### src/logic/port_fg_defs.vh
// Constants for the port F pad-control and port G I/O block.
`ifndef PORT_FG_DEFS_VH
`define PORT_FG_DEFS_VH

// ==========================================================================
// Register byte offsets.
`define OFS_F_PULLUP    8'h00
`define OFS_F_SLEW      8'h04
`define OFS_F_DRIVE     8'h08
`define OFS_G_DATA      8'h0C
`define OFS_G_DIR       8'h10
`define OFS_F_DIR       8'h14

// ==========================================================================
// Implemented bit masks and reset values.
`define MASK_F          8'h73
`define MASK_G          8'h7F
`define RST_REG         8'h00
`define RST_WORD        32'h0000_0000
`define RST_STRB        4'h0
`define ZERO_PAD        24'h00_0000

// ==========================================================================
// Bus response codes.
`define RESP_OKAY       2'h0
`define RESP_SLVERR     2'h2

// ==========================================================================
// Read channel state codes.
`define ST_RD_IDLE      1'h0
`define ST_RD_RESP      1'h1

// ==========================================================================
// Synchroniser width.
`define G_PINS          7

`endif

### src/logic/sync2.v
// Two flip-flop level synchroniser of parameterised width.
`timescale 1ns/1ps
`default_nettype none

module sync2 #(
    parameter WIDTH = 1
) (
    input  wire             clk_sys_i,
    input  wire             resetn_i,
    input  wire [WIDTH-1:0] async_i,
    output wire [WIDTH-1:0] sync_o
);

    // ======================================================================
    // First stage feeds only the second stage.
    reg [WIDTH-1:0] meta_q;
    reg [WIDTH-1:0] sync_q;

    always @(posedge clk_sys_i or negedge resetn_i) begin
        if (!resetn_i) begin
            meta_q <= {WIDTH{1'b0}};
            sync_q <= {WIDTH{1'b0}};
        end else begin
            meta_q <= async_i;
            sync_q <= meta_q;
        end
    end

    assign sync_o = sync_q;

endmodule // sync2

`default_nettype wire

### src/logic/port_fg_io.v
// Port F pad controls and port G parallel I/O behind an AXI4-Lite slave.
//
// Overview of operation
// - A port F pullup is on when its pullup-enable bit is 1 and off when 0.
// - A port F pin set as output always has its pullup off.
// - A port F pin gets slew limiting when its slew-enable bit is 1, not when 0.
// - The slew-enable bit of a port F pin set as input does nothing.
// - A port F drive bit of 0 picks low drive and 1 picks high drive.
// - Reading port G data gives the pin level for each bit set as input.
// - Reading port G data gives the latched value for each bit set as output.
// - Every port G data write with byte lane 0 strobed updates all latch bits, inputs included.
// - A port G bit set as output drives its latch level onto the pin.
// - Reset clears the port G latch and leaves all pins undriven, pullups off.
// - A port G direction bit of 0 means input and pin readback, 1 output and latch readback.
// - A port F direction bit of 0 means input, undriven, and 1 means output.
`timescale 1ns/1ps
`default_nettype none
`include "port_fg_defs.vh"

module port_fg_io (
    input  wire        clk_sys_i,
    input  wire        resetn_i,

    // AXI4-Lite write address channel.
    input  wire [7:0]  s_axi_awaddr_i,
    input  wire [2:0]  s_axi_awprot_i,
    input  wire        s_axi_awvalid_i,
    output wire        s_axi_awready_o,

    // AXI4-Lite write data channel.
    input  wire [31:0] s_axi_wdata_i,
    input  wire [3:0]  s_axi_wstrb_i,
    input  wire        s_axi_wvalid_i,
    output wire        s_axi_wready_o,

    // AXI4-Lite write response channel.
    output wire [1:0]  s_axi_bresp_o,
    output wire        s_axi_bvalid_o,
    input  wire        s_axi_bready_i,

    // AXI4-Lite read address channel.
    input  wire [7:0]  s_axi_araddr_i,
    input  wire [2:0]  s_axi_arprot_i,
    input  wire        s_axi_arvalid_i,
    output wire        s_axi_arready_o,

    // AXI4-Lite read data channel.
    output wire [31:0] s_axi_rdata_o,
    output wire [1:0]  s_axi_rresp_o,
    output wire        s_axi_rvalid_o,
    input  wire        s_axi_rready_i,

    // Port F pad controls.
    output wire [7:0]  port_f_pullup_on_o,
    output wire [7:0]  port_f_slew_on_o,
    output wire [7:0]  port_f_drive_high_o,
    output wire [7:0]  port_f_dir_o,

    // Port G pins.
    input  wire [6:0]  port_g_pin_i,
    output wire [6:0]  port_g_pin_o,
    output wire [6:0]  port_g_pin_oe_o
);

    // ======================================================================
    // Register state.
    reg [7:0]  f_pullup_q;
    reg [7:0]  f_slew_q;
    reg [7:0]  f_drive_q;
    reg [7:0]  f_dir_q;
    reg [7:0]  g_latch_q;
    reg [7:0]  g_dir_q;

    // ======================================================================
    // Pad output flops.
    reg [7:0]  f_pullup_on_q;
    reg [7:0]  f_slew_on_q;
    reg [7:0]  f_drive_high_q;
    reg [7:0]  f_pullup_on_d;
    reg [7:0]  f_slew_on_d;
    reg [7:0]  f_drive_high_d;

    // ======================================================================
    // Write channel state.
    reg        aw_hold_q;
    reg        aw_hold_d;
    reg [7:0]  aw_addr_q;
    reg        w_hold_q;
    reg        w_hold_d;
    reg [31:0] w_data_q;
    reg [3:0]  w_strb_q;
    reg        awready_q;
    reg        wready_q;
    reg        bvalid_q;
    reg        bvalid_d;
    reg [1:0]  bresp_q;
    reg [1:0]  bresp_d;
    wire       wr_fire;
    reg        wr_hit;

    // ======================================================================
    // Read channel state.
    reg        rd_state_q;
    reg        rd_state_d;
    reg        arready_q;
    reg [31:0] rdata_q;
    reg [31:0] rdata_d;
    reg [1:0]  rresp_q;
    reg [1:0]  rresp_d;
    wire       rd_take;
    reg [7:0]  rd_byte;
    reg        rd_hit;

    // ======================================================================
    // Synchronised port G pin levels.
    wire [6:0] g_pin_sync;
    wire [7:0] g_pin_word;
    wire [7:0] g_readback;

    sync2 #(
        .WIDTH    (`G_PINS)
    ) u_g_sync (
        .clk_sys_i(clk_sys_i),
        .resetn_i (resetn_i),
        .async_i  (port_g_pin_i),
        .sync_o   (g_pin_sync)
    );

    assign g_pin_word = {1'b0, g_pin_sync};

    // Direction picks latch or pin per bit; bit 7 masked to zero.
    assign g_readback = ((g_dir_q & g_latch_q) | (~g_dir_q & g_pin_word)) & `MASK_G;

    // ======================================================================
    // Write address and data capture, in either order.
    assign wr_fire = aw_hold_q & w_hold_q & ~bvalid_q;

    always @* begin
        aw_hold_d = aw_hold_q;
        w_hold_d  = w_hold_q;
        bvalid_d  = bvalid_q;
        bresp_d   = bresp_q;
        if (s_axi_awvalid_i && awready_q) begin
            aw_hold_d = 1'b1;
        end
        if (s_axi_wvalid_i && wready_q) begin
            w_hold_d = 1'b1;
        end
        if (bvalid_q && s_axi_bready_i) begin
            bvalid_d = 1'b0;
        end
        if (wr_fire) begin
            aw_hold_d = 1'b0;
            w_hold_d  = 1'b0;
            bvalid_d  = 1'b1;
            bresp_d   = wr_hit ? `RESP_OKAY : `RESP_SLVERR;
        end
    end

    always @* begin
        case (aw_addr_q)
            `OFS_F_PULLUP: wr_hit = 1'b1;
            `OFS_F_SLEW:   wr_hit = 1'b1;
            `OFS_F_DRIVE:  wr_hit = 1'b1;
            `OFS_G_DATA:   wr_hit = 1'b1;
            `OFS_G_DIR:    wr_hit = 1'b1;
            `OFS_F_DIR:    wr_hit = 1'b1;
            default:       wr_hit = 1'b0;
        endcase
    end

    always @(posedge clk_sys_i or negedge resetn_i) begin
        if (!resetn_i) begin
            aw_hold_q <= 1'b0;
            w_hold_q  <= 1'b0;
            aw_addr_q <= `RST_REG;
            w_data_q  <= `RST_WORD;
            w_strb_q  <= `RST_STRB;
            awready_q <= 1'b0;
            wready_q  <= 1'b0;
            bvalid_q  <= 1'b0;
            bresp_q   <= `RESP_OKAY;
        end else begin
            aw_hold_q <= aw_hold_d;
            w_hold_q  <= w_hold_d;
            bvalid_q  <= bvalid_d;
            bresp_q   <= bresp_d;
            awready_q <= ~aw_hold_d & ~bvalid_d;
            wready_q  <= ~w_hold_d & ~bvalid_d;
            if (s_axi_awvalid_i && awready_q) begin
                aw_addr_q <= s_axi_awaddr_i;
            end
            if (s_axi_wvalid_i && wready_q) begin
                w_data_q <= s_axi_wdata_i;
                w_strb_q <= s_axi_wstrb_i;
            end
        end
    end

    // ======================================================================
    // Register writes; only byte lane 0 carries data.
    always @(posedge clk_sys_i or negedge resetn_i) begin
        if (!resetn_i) begin
            f_pullup_q <= `RST_REG;
            f_slew_q   <= `RST_REG;
            f_drive_q  <= `RST_REG;
            f_dir_q    <= `RST_REG;
            g_latch_q  <= `RST_REG;
            g_dir_q    <= `RST_REG;
        end else if (wr_fire && w_strb_q[0]) begin
            case (aw_addr_q)
                `OFS_F_PULLUP: begin
                    f_pullup_q <= w_data_q[7:0] & `MASK_F;
                end
                `OFS_F_SLEW: begin
                    f_slew_q <= w_data_q[7:0] & `MASK_F;
                end
                `OFS_F_DRIVE: begin
                    f_drive_q <= w_data_q[7:0] & `MASK_F;
                end
                `OFS_G_DATA: begin
                    g_latch_q <= w_data_q[7:0] & `MASK_G;
                end
                `OFS_G_DIR: begin
                    g_dir_q <= w_data_q[7:0] & `MASK_G;
                end
                `OFS_F_DIR: begin
                    f_dir_q <= w_data_q[7:0] & `MASK_F;
                end
                default: begin
                    f_dir_q <= f_dir_q;
                end
            endcase
        end
    end

    // ======================================================================
    // Read channel.
    assign rd_take = s_axi_arvalid_i & arready_q;

    always @* begin
        case (s_axi_araddr_i)
            `OFS_F_PULLUP: begin
                rd_byte = f_pullup_q;
                rd_hit  = 1'b1;
            end
            `OFS_F_SLEW: begin
                rd_byte = f_slew_q;
                rd_hit  = 1'b1;
            end
            `OFS_F_DRIVE: begin
                rd_byte = f_drive_q;
                rd_hit  = 1'b1;
            end
            `OFS_G_DATA: begin
                rd_byte = g_readback;
                rd_hit  = 1'b1;
            end
            `OFS_G_DIR: begin
                rd_byte = g_dir_q;
                rd_hit  = 1'b1;
            end
            `OFS_F_DIR: begin
                rd_byte = f_dir_q;
                rd_hit  = 1'b1;
            end
            default: begin
                rd_byte = `RST_REG;
                rd_hit  = 1'b0;
            end
        endcase
    end

    always @* begin
        rd_state_d = rd_state_q;
        rdata_d    = rdata_q;
        rresp_d    = rresp_q;
        case (rd_state_q)
            `ST_RD_IDLE: begin
                if (rd_take) begin
                    rd_state_d = `ST_RD_RESP;
                    rdata_d    = {`ZERO_PAD, rd_byte};
                    rresp_d    = rd_hit ? `RESP_OKAY : `RESP_SLVERR;
                end
            end
            `ST_RD_RESP: begin
                if (s_axi_rready_i) begin
                    rd_state_d = `ST_RD_IDLE;
                end
            end
            default: begin
                rd_state_d = `ST_RD_IDLE;
            end
        endcase
    end

    always @(posedge clk_sys_i or negedge resetn_i) begin
        if (!resetn_i) begin
            rd_state_q <= `ST_RD_IDLE;
            arready_q  <= 1'b0;
            rdata_q    <= `RST_WORD;
            rresp_q    <= `RESP_OKAY;
        end else begin
            rd_state_q <= rd_state_d;
            arready_q  <= (rd_state_d == `ST_RD_IDLE);
            rdata_q    <= rdata_d;
            rresp_q    <= rresp_d;
        end
    end

    // ======================================================================
    // Port F pad control outputs.
    always @* begin
        f_pullup_on_d  = f_pullup_q & ~f_dir_q & `MASK_F;
        f_slew_on_d    = f_slew_q & f_dir_q & `MASK_F;
        f_drive_high_d = f_drive_q & `MASK_F;
    end

    always @(posedge clk_sys_i or negedge resetn_i) begin
        if (!resetn_i) begin
            f_pullup_on_q  <= `RST_REG;
            f_slew_on_q    <= `RST_REG;
            f_drive_high_q <= `RST_REG;
        end else begin
            f_pullup_on_q  <= f_pullup_on_d;
            f_slew_on_q    <= f_slew_on_d;
            f_drive_high_q <= f_drive_high_d;
        end
    end

    // ======================================================================
    // Output drive.
    assign s_axi_awready_o     = awready_q;
    assign s_axi_wready_o      = wready_q;
    assign s_axi_bvalid_o      = bvalid_q;
    assign s_axi_bresp_o       = bresp_q;
    assign s_axi_arready_o     = arready_q;
    assign s_axi_rvalid_o      = (rd_state_q == `ST_RD_RESP);
    assign s_axi_rdata_o       = rdata_q;
    assign s_axi_rresp_o       = rresp_q;

    assign port_f_pullup_on_o  = f_pullup_on_q;
    assign port_f_slew_on_o    = f_slew_on_q;
    assign port_f_drive_high_o = f_drive_high_q;
    assign port_f_dir_o        = f_dir_q;

    assign port_g_pin_o        = g_latch_q[6:0];
    assign port_g_pin_oe_o     = g_dir_q[6:0];

endmodule // port_fg_io

`default_nettype wire

### config.mk
export PLATFORM = sky130hd
export DESIGN_NAME = port_fg_io
export DESIGN_NICKNAME = d
export VERILOG_FILES = /design/src/logic/sync2.v /design/src/logic/port_fg_io.v
export VERILOG_INCLUDE_DIRS = /design/src /design/src/logic
export SDC_FILE = /design/constraint.sdc
export NUM_CORES = 1
export LEC_CHECK = 0
export BUFFER_PORTS_ARGS = -buffer_cell sky130_fd_sc_hd__buf_2
export CORE_UTILIZATION = 44
export CTS_CLUSTER_SIZE = 14
export DETAILED_ROUTE_END_ITERATION = 10
export PLACE_DENSITY_LB_ADDON = 0.3
export SYNTH_ARGS = -nofsm -noshare
export SYNTH_HDL_FRONTEND = slang
export SYNTH_SLANG_ARGS = --single-unit
### constraint.sdc
create_clock -name clk_sys_i -period 2 [get_ports clk_sys_i]
set_input_delay 0.1 -clock clk_sys_i [delete_from_list [all_inputs] [get_ports clk_sys_i]]
set_output_delay 0.1 -clock clk_sys_i [all_outputs]
set_load 0.1 [all_outputs]
==> flow_metrics.py, run 1 <==
metrics = {
    "timing": {
        "fin_crit_ns": 2.155,
        "post-route-period-util": 1.077,
        "setup_slack_ns": -0.1545,
        "skew_ns": 0.008361,
        "setup_viol": 29,
        "finalHoldViolations": 0,
        "finalMaxSlewViolations": 0,
        "slew_headroom": 0.5802,
        "max_freq_mhz": 464.1,
        "whs_ns": 0.09430,
        "worst_pin_slew_ns": 0.6297,
        "rsz0062_at_grt": "true",
        "setup_tns_ns": -3.204,
    },
    "logic_synthesis": {
        "async_flop_share": 1.000,
        "ys.flop_type": "dfrtp_1",
        "yosysSeqAreaShare": 0.6009,
        "synth_area_mm2": 0.003956,
        "netlist_instances": 297,
        "ys_warn_count": 0,
        "avgSynthCellArea_um2": 13.32,
        "synth-edff-count": 0,
        "ys_seq_elements": 95,
        "synth.distinct_cells": 37,
    },
    "pwr": {
        "powerDensity_mw_per_mm2": 1133,
        "ir_worst_vdd_mv": 1.279,
        "p_leak_nw": 2.539,
        "p_total_mw": 5.612,
    },
    "grt": {
        "grt_overflow_total": 0,
        "antenna_found_initial": 0,
        "globalRouteTotalUtil": 0.1821,
        "grt_first_pass_wirelength_um": 13370,
        "grt_max_degree": 51,
        "grt_pass1_vias": 2569,
    },
    "place": {
        "dp.cells": 491,
        "post-dp-hpwl_um": 5648,
        "place_area_mm2": 0.004479,
        "port_buffers": 85,
        "place.gp.congestion": 0.7551,
        "pre_cts_ws_ns": -0.2093,
    },
    "critical_path": {
        "end_kind": "flip-flop",
        "slowest_delay_ns": 0.54,
        "start_kind": "flip-flop",
        "path_common_cell": "buf_4",
        "cp.arrival_ns": 2.38,
        "path_cells": "or4_4 > or3_4 > buf_4 > nor3_2 > buf_4 > mux2_4",
        "crit_required_ns": 2.22,
        "path_max_fanout": 5,
        "path_class": "reg -> reg",
        "critPathSlowestCell": "or4_4",
    },
    "route": {
        "vias_per_cell": 4.814,
        "num_vias": 2566,
        "first_iter_violations": 126,
        "antenna_left": 0,
        "drt_first_pass_iters": 4,
        "route.detailed.drc": 0,
        "wl_um": 8145,
        "wl_per_cell_um": 15.28,
    },
    "clock_network": {
        "cts_tree": "yes",
        "cts_sinks": 95,
        "path_clk_slew_ns": 0.08,
        "clock_latency_ns": 0.34,
        "cts_buffers": 9,
        "root_buffer": "clkbuf_8",
        "cts_buffer_depth": 2,
        "htreeDepth": 3,
    },
    "status": {
        "violations": "negative setup slack",
        "status": "finished, violations left",
    },
    "finish": {
        "drive_gt1_frac": 0.3976,
        "nNetsFinal": 494,
        "n_antenna_cell": 0,
        "final_cells": 533,
        "fillers": 765,
        "design_area_mm2": 0.004951,
        "multi_input_area_mm2": 0.001453,
        "area_growth_pct": 25.14,
        "seq_area_mm2": 0.002381,
        "post-route-util": 0.5677,
    },
    "die": {
        "boundaryPins": 159,
        "rows": 34,
        "die_area_mm2": 0.009375,
        "start_util": 0.4537,
        "die_w_um": 96.83,
        "coreArea_mm2": 0.008721,
        "die_h_um": 96.83,
    },
    "worst_hold_path": {
        "hp-class": "in -> reg",
    },
    "run": {
        "drv_cap": 0,
    },
}
==> state kept, by name, summed over array words and instances, names as in the netlist, 5 cells and up <==
signal               count
f_pullup_q               5
s_axi_rdata_o            7
aw_addr_q                8
port_f_dir_o             5
port_f_slew_on_o         5
g_latch_q                7
w_data_q                 7
f_drive_q                5
f_slew_q                 5
port_f_pullup_on_o       5
port_f_drive_high_o      5
u_g_sync.meta_q          7
g_dir_q                  7
u_g_sync.sync_o          7
==> routing by layer <==
metal | wire (µm) | GRT usage | up-vias
met4 | 85 | 0.06544 | 0
met3 | 311 | 0.03251 | 7
met2 | 4100 | 0.3061 | 76
li1 | - | - | 1191
met5 | 0 | 0 | -
met1 | 3647 | 0.2367 | 1292
==> synth_stat cells (5+ instances only) <==
cell type / instances / share of area
o22ai_1: 5 / 0.0079
inv_1: 5 / 0.0047
a21oi_1: 10 / 0.013
nor2_1: 7 / 0.0066
mux2_4: 7 / 0.027
mux2i_1: 15 / 0.038
nor2b_1: 7 / 0.011
o21ai_0: 11 / 0.014
and2_1: 6 / 0.0095
nand2_1: 11 / 0.010
dfrtp_1: 95 / 0.60
mux2_2: 45 / 0.13
clkbuf_1: 6 / 0.0057
buf_4: 39 / 0.074
==> what timing repair did <==
item | in CTS | in global routing
hold endpoints to repair | 73 | 0
gates resized for setup | 10 | 4
setup buffers | 2 | 1
hold buffers | 26 | 0
setup endpoints to repair | 34 | 34
pin swaps | 2 | 1
==> cell usage in the layout (no fill, tap or decap), types with 2 or more instances in the layout <==
cell / n
nand3_1: 2
or3_4: 2
and2_1: 6
mux2i_1: 15
clkinv_2: 2
clkbuf_1: 3
buf_6: 2
conb_1: 39
nor2b_1: 7
a21oi_1: 10
mux2_2: 31
o31ai_1: 2
buf_12: 2
nor2_1: 7
clkbuf_8: 9
o21ai_0: 11
a32oi_1: 2
mux2_4: 21
nand2_1: 11
o22ai_1: 5
buf_2: 84
inv_1: 5
dfrtp_1: 94
dlygate4sd3_1: 26
buf_4: 10
==> logic make-up (layout without fill, tap and decap cells) <==
kind of cell           Yosys count  count (layout)  synth area share
DFF                             95              95            0.6009
muxes                           67              67            0.1926
buffers and inverters           53             143           0.08950
and+or+nand+nor                 48              48           0.06737
AOI/OAI and AO/OA               33              33           0.04870
other                            1              39         0.0009479
==> final timing paths <==
kind / to / from / slack (ns) / depth (start not counted)
setup / recovery: f_drive_q[0] / aw_addr_q[0] / -0.15 / 6
hold / removal: s_axi_rdata_o[3] / s_axi_araddr_i[5] / 0.09 / 3
setup reg to reg: f_drive_q[0] / aw_addr_q[0] / -0.15 / 6
hold reg to reg: u_g_sync.sync_o[6] / u_g_sync.meta_q[6] / 0.35 / 0
max in group asynchronous: f_slew_q[6] / resetn_i / 1.04 / 3
min in group asynchronous: s_axi_rdata_o[3] / resetn_i / 0.32 / 2
==> critical path, delay by kind of cell, from the launching register on <==
family	cells	cell delay, ns
simple gates	3	1.01
mux	1	0.31
flops	1	0.39
buf+inv	2	0.33
==> power breakdown <==
part	internal (mW)	total (mW)	switching, mW
combinational	0.512	1.98	1.47
clock	0.437	1.03	0.595
sequential	2.26	2.60	0.341
==> layout make-up <==
class | instances | share of cell area
clock buffers | 12 | 0.02729
clock inverters | 2 | 0.002022
inverters | 5 | 0.003791
multi-input cells | 187 | 0.2934
flip-flops and latches | 95 | 0.4809
well taps | 108 | 0.02729
repair buffers | 124 | 0.1653
(Power assumes the default switching activity.)
==> run 2, diff against run 1 <==
Settings changed: SETUP_SLACK_MARGIN set to 0.3.
==> run 2 against run 1 <==
Effect of this change: the run still ends with negative setup slack left; via count rose by 1.3%; non-clock buffer count rose by 1; combinational power barely moved; count of clock-buffer cells in the layout fell by 3; largest cell class unchanged.
==> flow_metrics.py, run 2 (synthesized netlist as in run 1, its figures left out) <==
metrics = {
    "status": {
        "status": "finished, violations left",
        "violations": "negative setup slack",
    },
    "finish": {
        "final_common_cell": "dfrtp_1",
        "area_growth_pct": 26.88,
        "n_antenna_cell": 0,
        "final_cell_mix": "88 x dfrtp_1, 84 x buf_2, 39 x conb_1, 29 x mux2_2, 26 x dlygate4sd3_1",
        "largest_reg_flops": 8,
        "top_register": "aw_addr_q",
        "nNetsFinal": 495,
        "drive_gt1_frac": 0.4252,
        "fillers": 734,
        "design_area_mm2": 0.005020,
    },
    "critical_path": {
        "cp.arrival_ns": 2.45,
        "crit_family": "simple AND/OR/NAND/NOR gates",
        "path_max_fanout": 7,
        "critPathSlowestCell": "or4_4",
        "r2r_slack_ns": -0.20,
        "start_kind": "flip-flop",
        "path_cells": "or4_4 > or3_4 > or3_4 > buf_6 > mux2_4",
        "worst-path-buf-inv": 1,
        "crit_required_ns": 2.25,
        "end_kind": "flip-flop",
        "slowest_delay_ns": 0.53,
        "path_common_cell": "or3_4",
        "path_class": "reg -> reg",
    },
    "clock_network": {
        "cts_buffer_depth": 2,
        "clock_latency_ns": 0.37,
        "root_buffer": "clkbuf_8",
        "htreeDepth": 3,
        "cts_buffers": 9,
        "cts_sinks": 95,
        "cts_tree": "yes",
        "path_clk_slew_ns": 0.09,
    },
    "route": {
        "num_vias": 2600,
        "vias_per_cell": 4.851,
        "route.detailed.drc": 0,
        "met3WireLength_um": 342,
        "wl_per_cell_um": 15.04,
        "antenna_left": 0,
        "wl_met2_um": 4005,
        "first_iter_violations": 70,
        "routed.top_layer": "met4",
        "drt_first_pass_iters": 4,
        "wl_met1_um": 3579,
        "wl_um": 8064,
    },
    "die": {
        "boundaryPins": 159,
        "die_h_um": 96.83,
        "die_w_um": 96.83,
        "coreArea_mm2": 0.008721,
        "die_area_mm2": 0.009375,
        "start_util": 0.4537,
        "rows": 34,
    },
    "timing": {
        "setup_viol": 29,
        "fin_crit_ns": 2.196,
        "setup_slack_ns": -0.1963,
        "rsz0062_at_grt": "true",
        "finalHoldViolations": 0,
        "slew_headroom": 0.6118,
        "max_freq_mhz": 455.3,
        "post-route-period-util": 1.098,
        "skew_ns": 0.01652,
        "whs_ns": 0.07282,
        "finalMaxSlewViolations": 0,
        "worst_pin_slew_ns": 0.5822,
    },
    "place": {
        "port_buffers": 85,
        "post-dp-hpwl_um": 5483,
        "place_area_mm2": 0.004511,
        "place.gp.congestion": 0.7407,
        "pre_cts_ws_ns": -0.2115,
    },
    "grt": {
        "grt_first_pass_wirelength_um": 13240,
        "globalRouteTotalUtil": 0.1821,
        "grt_overflow_total": 0,
        "grt_max_degree": 96,
        "grt_pass1_vias": 2654,
        "antenna_found_initial": 0,
    },
    "pwr": {
        "ir_worst_vdd_mv": 0.9708,
        "p_leak_nw": 2.541,
        "powerDensity_mw_per_mm2": 1140,
    },
    "run": {
        "drv_cap": 0,
    },
    "worst_hold_path": {
        "hp-class": "in -> reg",
    },
}
## run 2: changes by cell type in the layout (fill, tap and decap cells not counted), moves of 3 or more
cell / change
clkbuf_1: -3
dfrtp_2: +6
clkinvlp_4: +4
dfrtp_1: -6
## run 2: worst paths after layout
path,startpoint,end,cells past startpoint
max in group asynchronous,resetn_i,s_axi_bvalid_o,3
min,s_axi_araddr_i[5],s_axi_rdata_o[2],3
max,aw_addr_q[0],g_latch_q[0],5
max reg2reg,aw_addr_q[0],g_latch_q[0],5
min in group asynchronous,resetn_i,port_f_pullup_on_o[5],3
min reg2reg,u_g_sync.meta_q[0],u_g_sync.sync_o[0],0
## run 2: layer usage
layer	vias up	GRT usage
met3	11	0.03974
met5	-	0
li1	1205	-
met4	0	0.08152
met1	1304	0.2333
met2	80	0.2969
## run 2: area by class of cell
cell class / instances / area [µm²] / area share
multi-input cells: 187 / 1464 / 0.2916
clock buffers: 9 / 123.9 / 0.02468
flip-flops and latches: 95 / 2389 / 0.4758
clock inverters: 7 / 56.30 / 0.01122
well taps: 108 / 135.1 / 0.02692
inverters: 5 / 18.77 / 0.003739
repair buffers: 125 / 833.3 / 0.1660
## run 2: power breakdown
part	switching, mW	internal, mW	total, mW
sequential	0.337	2.26	2.60
clock	0.706	0.462	1.17
combinational	1.47	0.490	1.96
## run 2: worst min-delay path: stages
cell and delay (ns):
buf_2 0.08, a211o_1 0.13, o31ai_1 0.08
## run 2: timing repair
item,in CTS,in global routing
setup buffers,2,0
pin swaps,1,0
hold endpoints to repair,121,0
endpoints found under the setup margin,34,34
hold buffers,26,0
resized for setup,12,1
## run 2: through the flow
step	setup TNS, ns	std cells	utilization	power, mW
global placement	-3.294	492	0.5172	4.481
floorplan	-1.776	335	-	4.178
CTS	-3.727	536	0.5750	5.760
global route	-5.778	536	0.5756	5.990
finish	-3.659	536	0.5756	5.725
detailed placement	-4.033	492	0.5172	4.528
==> run 3, diff against run 2 <==
Settings changed: CORE_UTILIZATION 44 to 52.
Clock period 2 ns to 2.7 ns, I/O delays scaled along.
==> run 3 against run 2 <==
Effect of this change: the flow now finishes without violations; routed wire length down 9.5%; via count down 5.5%; cell count down 5.2%; largest power group unchanged; combinational power down 29%.
==> flow_metrics.py, run 3 (synthesized netlist as in run 1, its figures left out) <==
metrics = {
    "grt": {
        "grt_max_degree": 53,
        "antenna_found_initial": 0,
        "globalRouteTotalUtil": 0.1948,
        "grt_pass1_vias": 2273,
        "grt_overflow_total": 0,
        "grt_first_pass_wirelength_um": 11270,
    },
    "die": {
        "die_h_um": 89.23,
        "rows": 31,
        "die_w_um": 89.23,
        "boundaryPins": 159,
        "coreArea_mm2": 0.007292,
        "die_area_mm2": 0.007961,
        "start_util": 0.5426,
    },
    "pwr": {
        "ir_worst_vdd_mv": 0.9580,
        "p_comb_frac": 0.329,
        "powerDensity_mw_per_mm2": 893.4,
        "switching_share": 0.4179,
        "p_leak_nw": 2.457,
        "clkPwrFrac": 0.221,
        "p_int_mw": 2.462,
        "power.share.sequential": 0.450,
        "switchingPower_mw": 1.767,
    },
    "finish": {
        "top_register": "aw_addr_q",
        "area_growth_pct": 19.64,
        "seq_area_mm2": 0.002379,
        "drive_gt1_frac": 0.3888,
        "design_area_mm2": 0.004733,
        "largest_reg_flops": 8,
        "n_antenna_cell": 0,
        "multi_input_area_mm2": 0.001374,
        "final_common_cell": "dfrtp_1",
        "final_cell_mix": "94 x dfrtp_1, 84 x buf_2, 45 x mux2_2, 39 x conb_1, 19 x dlygate4sd3_1",
        "fillers": 599,
        "nNetsFinal": 477,
    },
    "route": {
        "num_vias": 2456,
        "antenna_left": 0,
        "wl_per_cell_um": 14.37,
        "drt_first_pass_iters": 4,
        "route.detailed.drc": 0,
        "first_iter_violations": 130,
        "vias_per_cell": 4.835,
        "wl_um": 7299,
    },
    "critical_path": {
        "path_cells": "or4_4 > nor4_1 > and4_2 > mux2_2",
        "worst-path-buf-inv": 0,
        "crit_family": "simple AND/OR/NAND/NOR gates",
        "slowest_delay_ns": 0.55,
        "end_kind": "flip-flop",
        "path_class": "reg -> reg",
        "critPathSlowestCell": "or4_4",
        "crit_required_ns": 2.94,
        "cp.arrival_ns": 2.52,
        "start_kind": "flip-flop",
        "path_max_fanout": 7,
        "r2r_slack_ns": 0.42,
    },
    "timing": {
        "skew_ns": 0.006849,
        "setup_viol": 0,
        "post-route-period-util": 0.8448,
        "finalHoldViolations": 0,
        "fin_crit_ns": 2.281,
        "rsz0062_at_grt": "false",
        "max_freq_mhz": 438.4,
        "finalMaxSlewViolations": 0,
        "slew_headroom": 0.5766,
        "worst_pin_slew_ns": 0.6350,
        "setup_tns_ns": 0,
    },
    "clock_network": {
        "cts_buffer_depth": 2,
        "htreeDepth": 3,
        "cts_sinks": 95,
        "root_buffer": "clkbuf_8",
        "cts_tree": "yes",
        "path_clk_slew_ns": 0.09,
        "clock_latency_ns": 0.35,
        "cts_buffers": 9,
    },
    "run": {
        "drv_cap": 0,
    },
    "place": {
        "place.gp.congestion": 0.7668,
        "place_area_mm2": 0.004339,
        "post-dp-hpwl_um": 5202,
        "port_buffers": 85,
    },
    "worst_hold_path": {
        "hp-class": "in -> reg",
    },
    "status": {
        "status": "finished clean",
    },
}
==> run 3: cell types whose count changed in the layout (fill, tap and decap cells not counted), sizes merged <==
cell / before / now
clkinvlp: 4 / 1
dlygate4sd3: 26 / 19
bufinv: 0 / 1
inv: 7 / 5
clkbuf: 9 / 12
buf: 99 / 88
==> run 3: cell type report <==
class	count	area share
inverters	5	0.003965
repair buffers	107	0.1353
well taps	99	0.02617
clock buffers	12	0.03278
multi-input cells	187	0.2902
clock inverters	3	0.008988
flip-flops and latches	95	0.5025
==> run 3: what timing repair did <==
item                       CTS  global route
buffers inserted             0             0
hold endpoints to repair    66             1
setup endpoints to repair    0            14
hold buffers                18             1
resized for setup            0             2
==> run 3: metrics by stage <==
| step | instances | hold WS [ns] | util | setup slack (ns) | total power [mW] |
|---|---|---|---|---|---|
| after floorplan | 335 | -0.1606 | - | 0.4897 | 3.059 |
| after global placement | 474 | 0.1953 | 0.5951 | 0.3751 | 3.252 |
| after detailed placement | 474 | 0.2035 | 0.5951 | 0.3375 | 3.297 |
| after CTS | 507 | 0.002912 | 0.6469 | 0.3235 | 4.243 |
| after global routing | 508 | 0.005546 | 0.6491 | 0.3581 | 4.416 |
| final | 508 | 0.02000 | 0.6491 | 0.4190 | 4.229 |
==> run 3: worst paths after layout <==
kind                       cells past startpoint                    end          startpoint
max                                            4             g_dir_q[0]        aw_addr_q[0]
min                                            2           aw_addr_q[5]   s_axi_awaddr_i[5]
max reg2reg                                    4             g_dir_q[0]        aw_addr_q[0]
min reg2reg                                    0     u_g_sync.sync_o[1]  u_g_sync.meta_q[1]
max in group asynchronous                      3            w_data_q[1]            resetn_i
min in group asynchronous                      2  port_f_pullup_on_o[1]            resetn_i
==> run 3: routing by layer <==
metal | routed length (µm) | GRT usage | part of all wire | up-vias
met4 | 120 | 0.06926 | 0.016 | 0
met5 | 0 | 0 | 0 | -
met2 | 3510 | 0.3088 | 0.48 | 81
met1 | 3269 | 0.2556 | 0.45 | 1195
met3 | 398 | 0.06002 | 0.055 | 12
li1 | - | - | - | 1168
==> run 3: power groups by stage <==
stage | combinational, mW | sequential, mW | clock (mW)
after floorplan | 0.627 | 2.43 | 0
after global placement | 1.34 | 1.91 | 0
after global routing | 1.46 | 1.95 | 1.01
after detailed placement | 1.37 | 1.92 | 0
after CTS | 1.39 | 1.90 | 0.953
final | 1.39 | 1.90 | 0.934
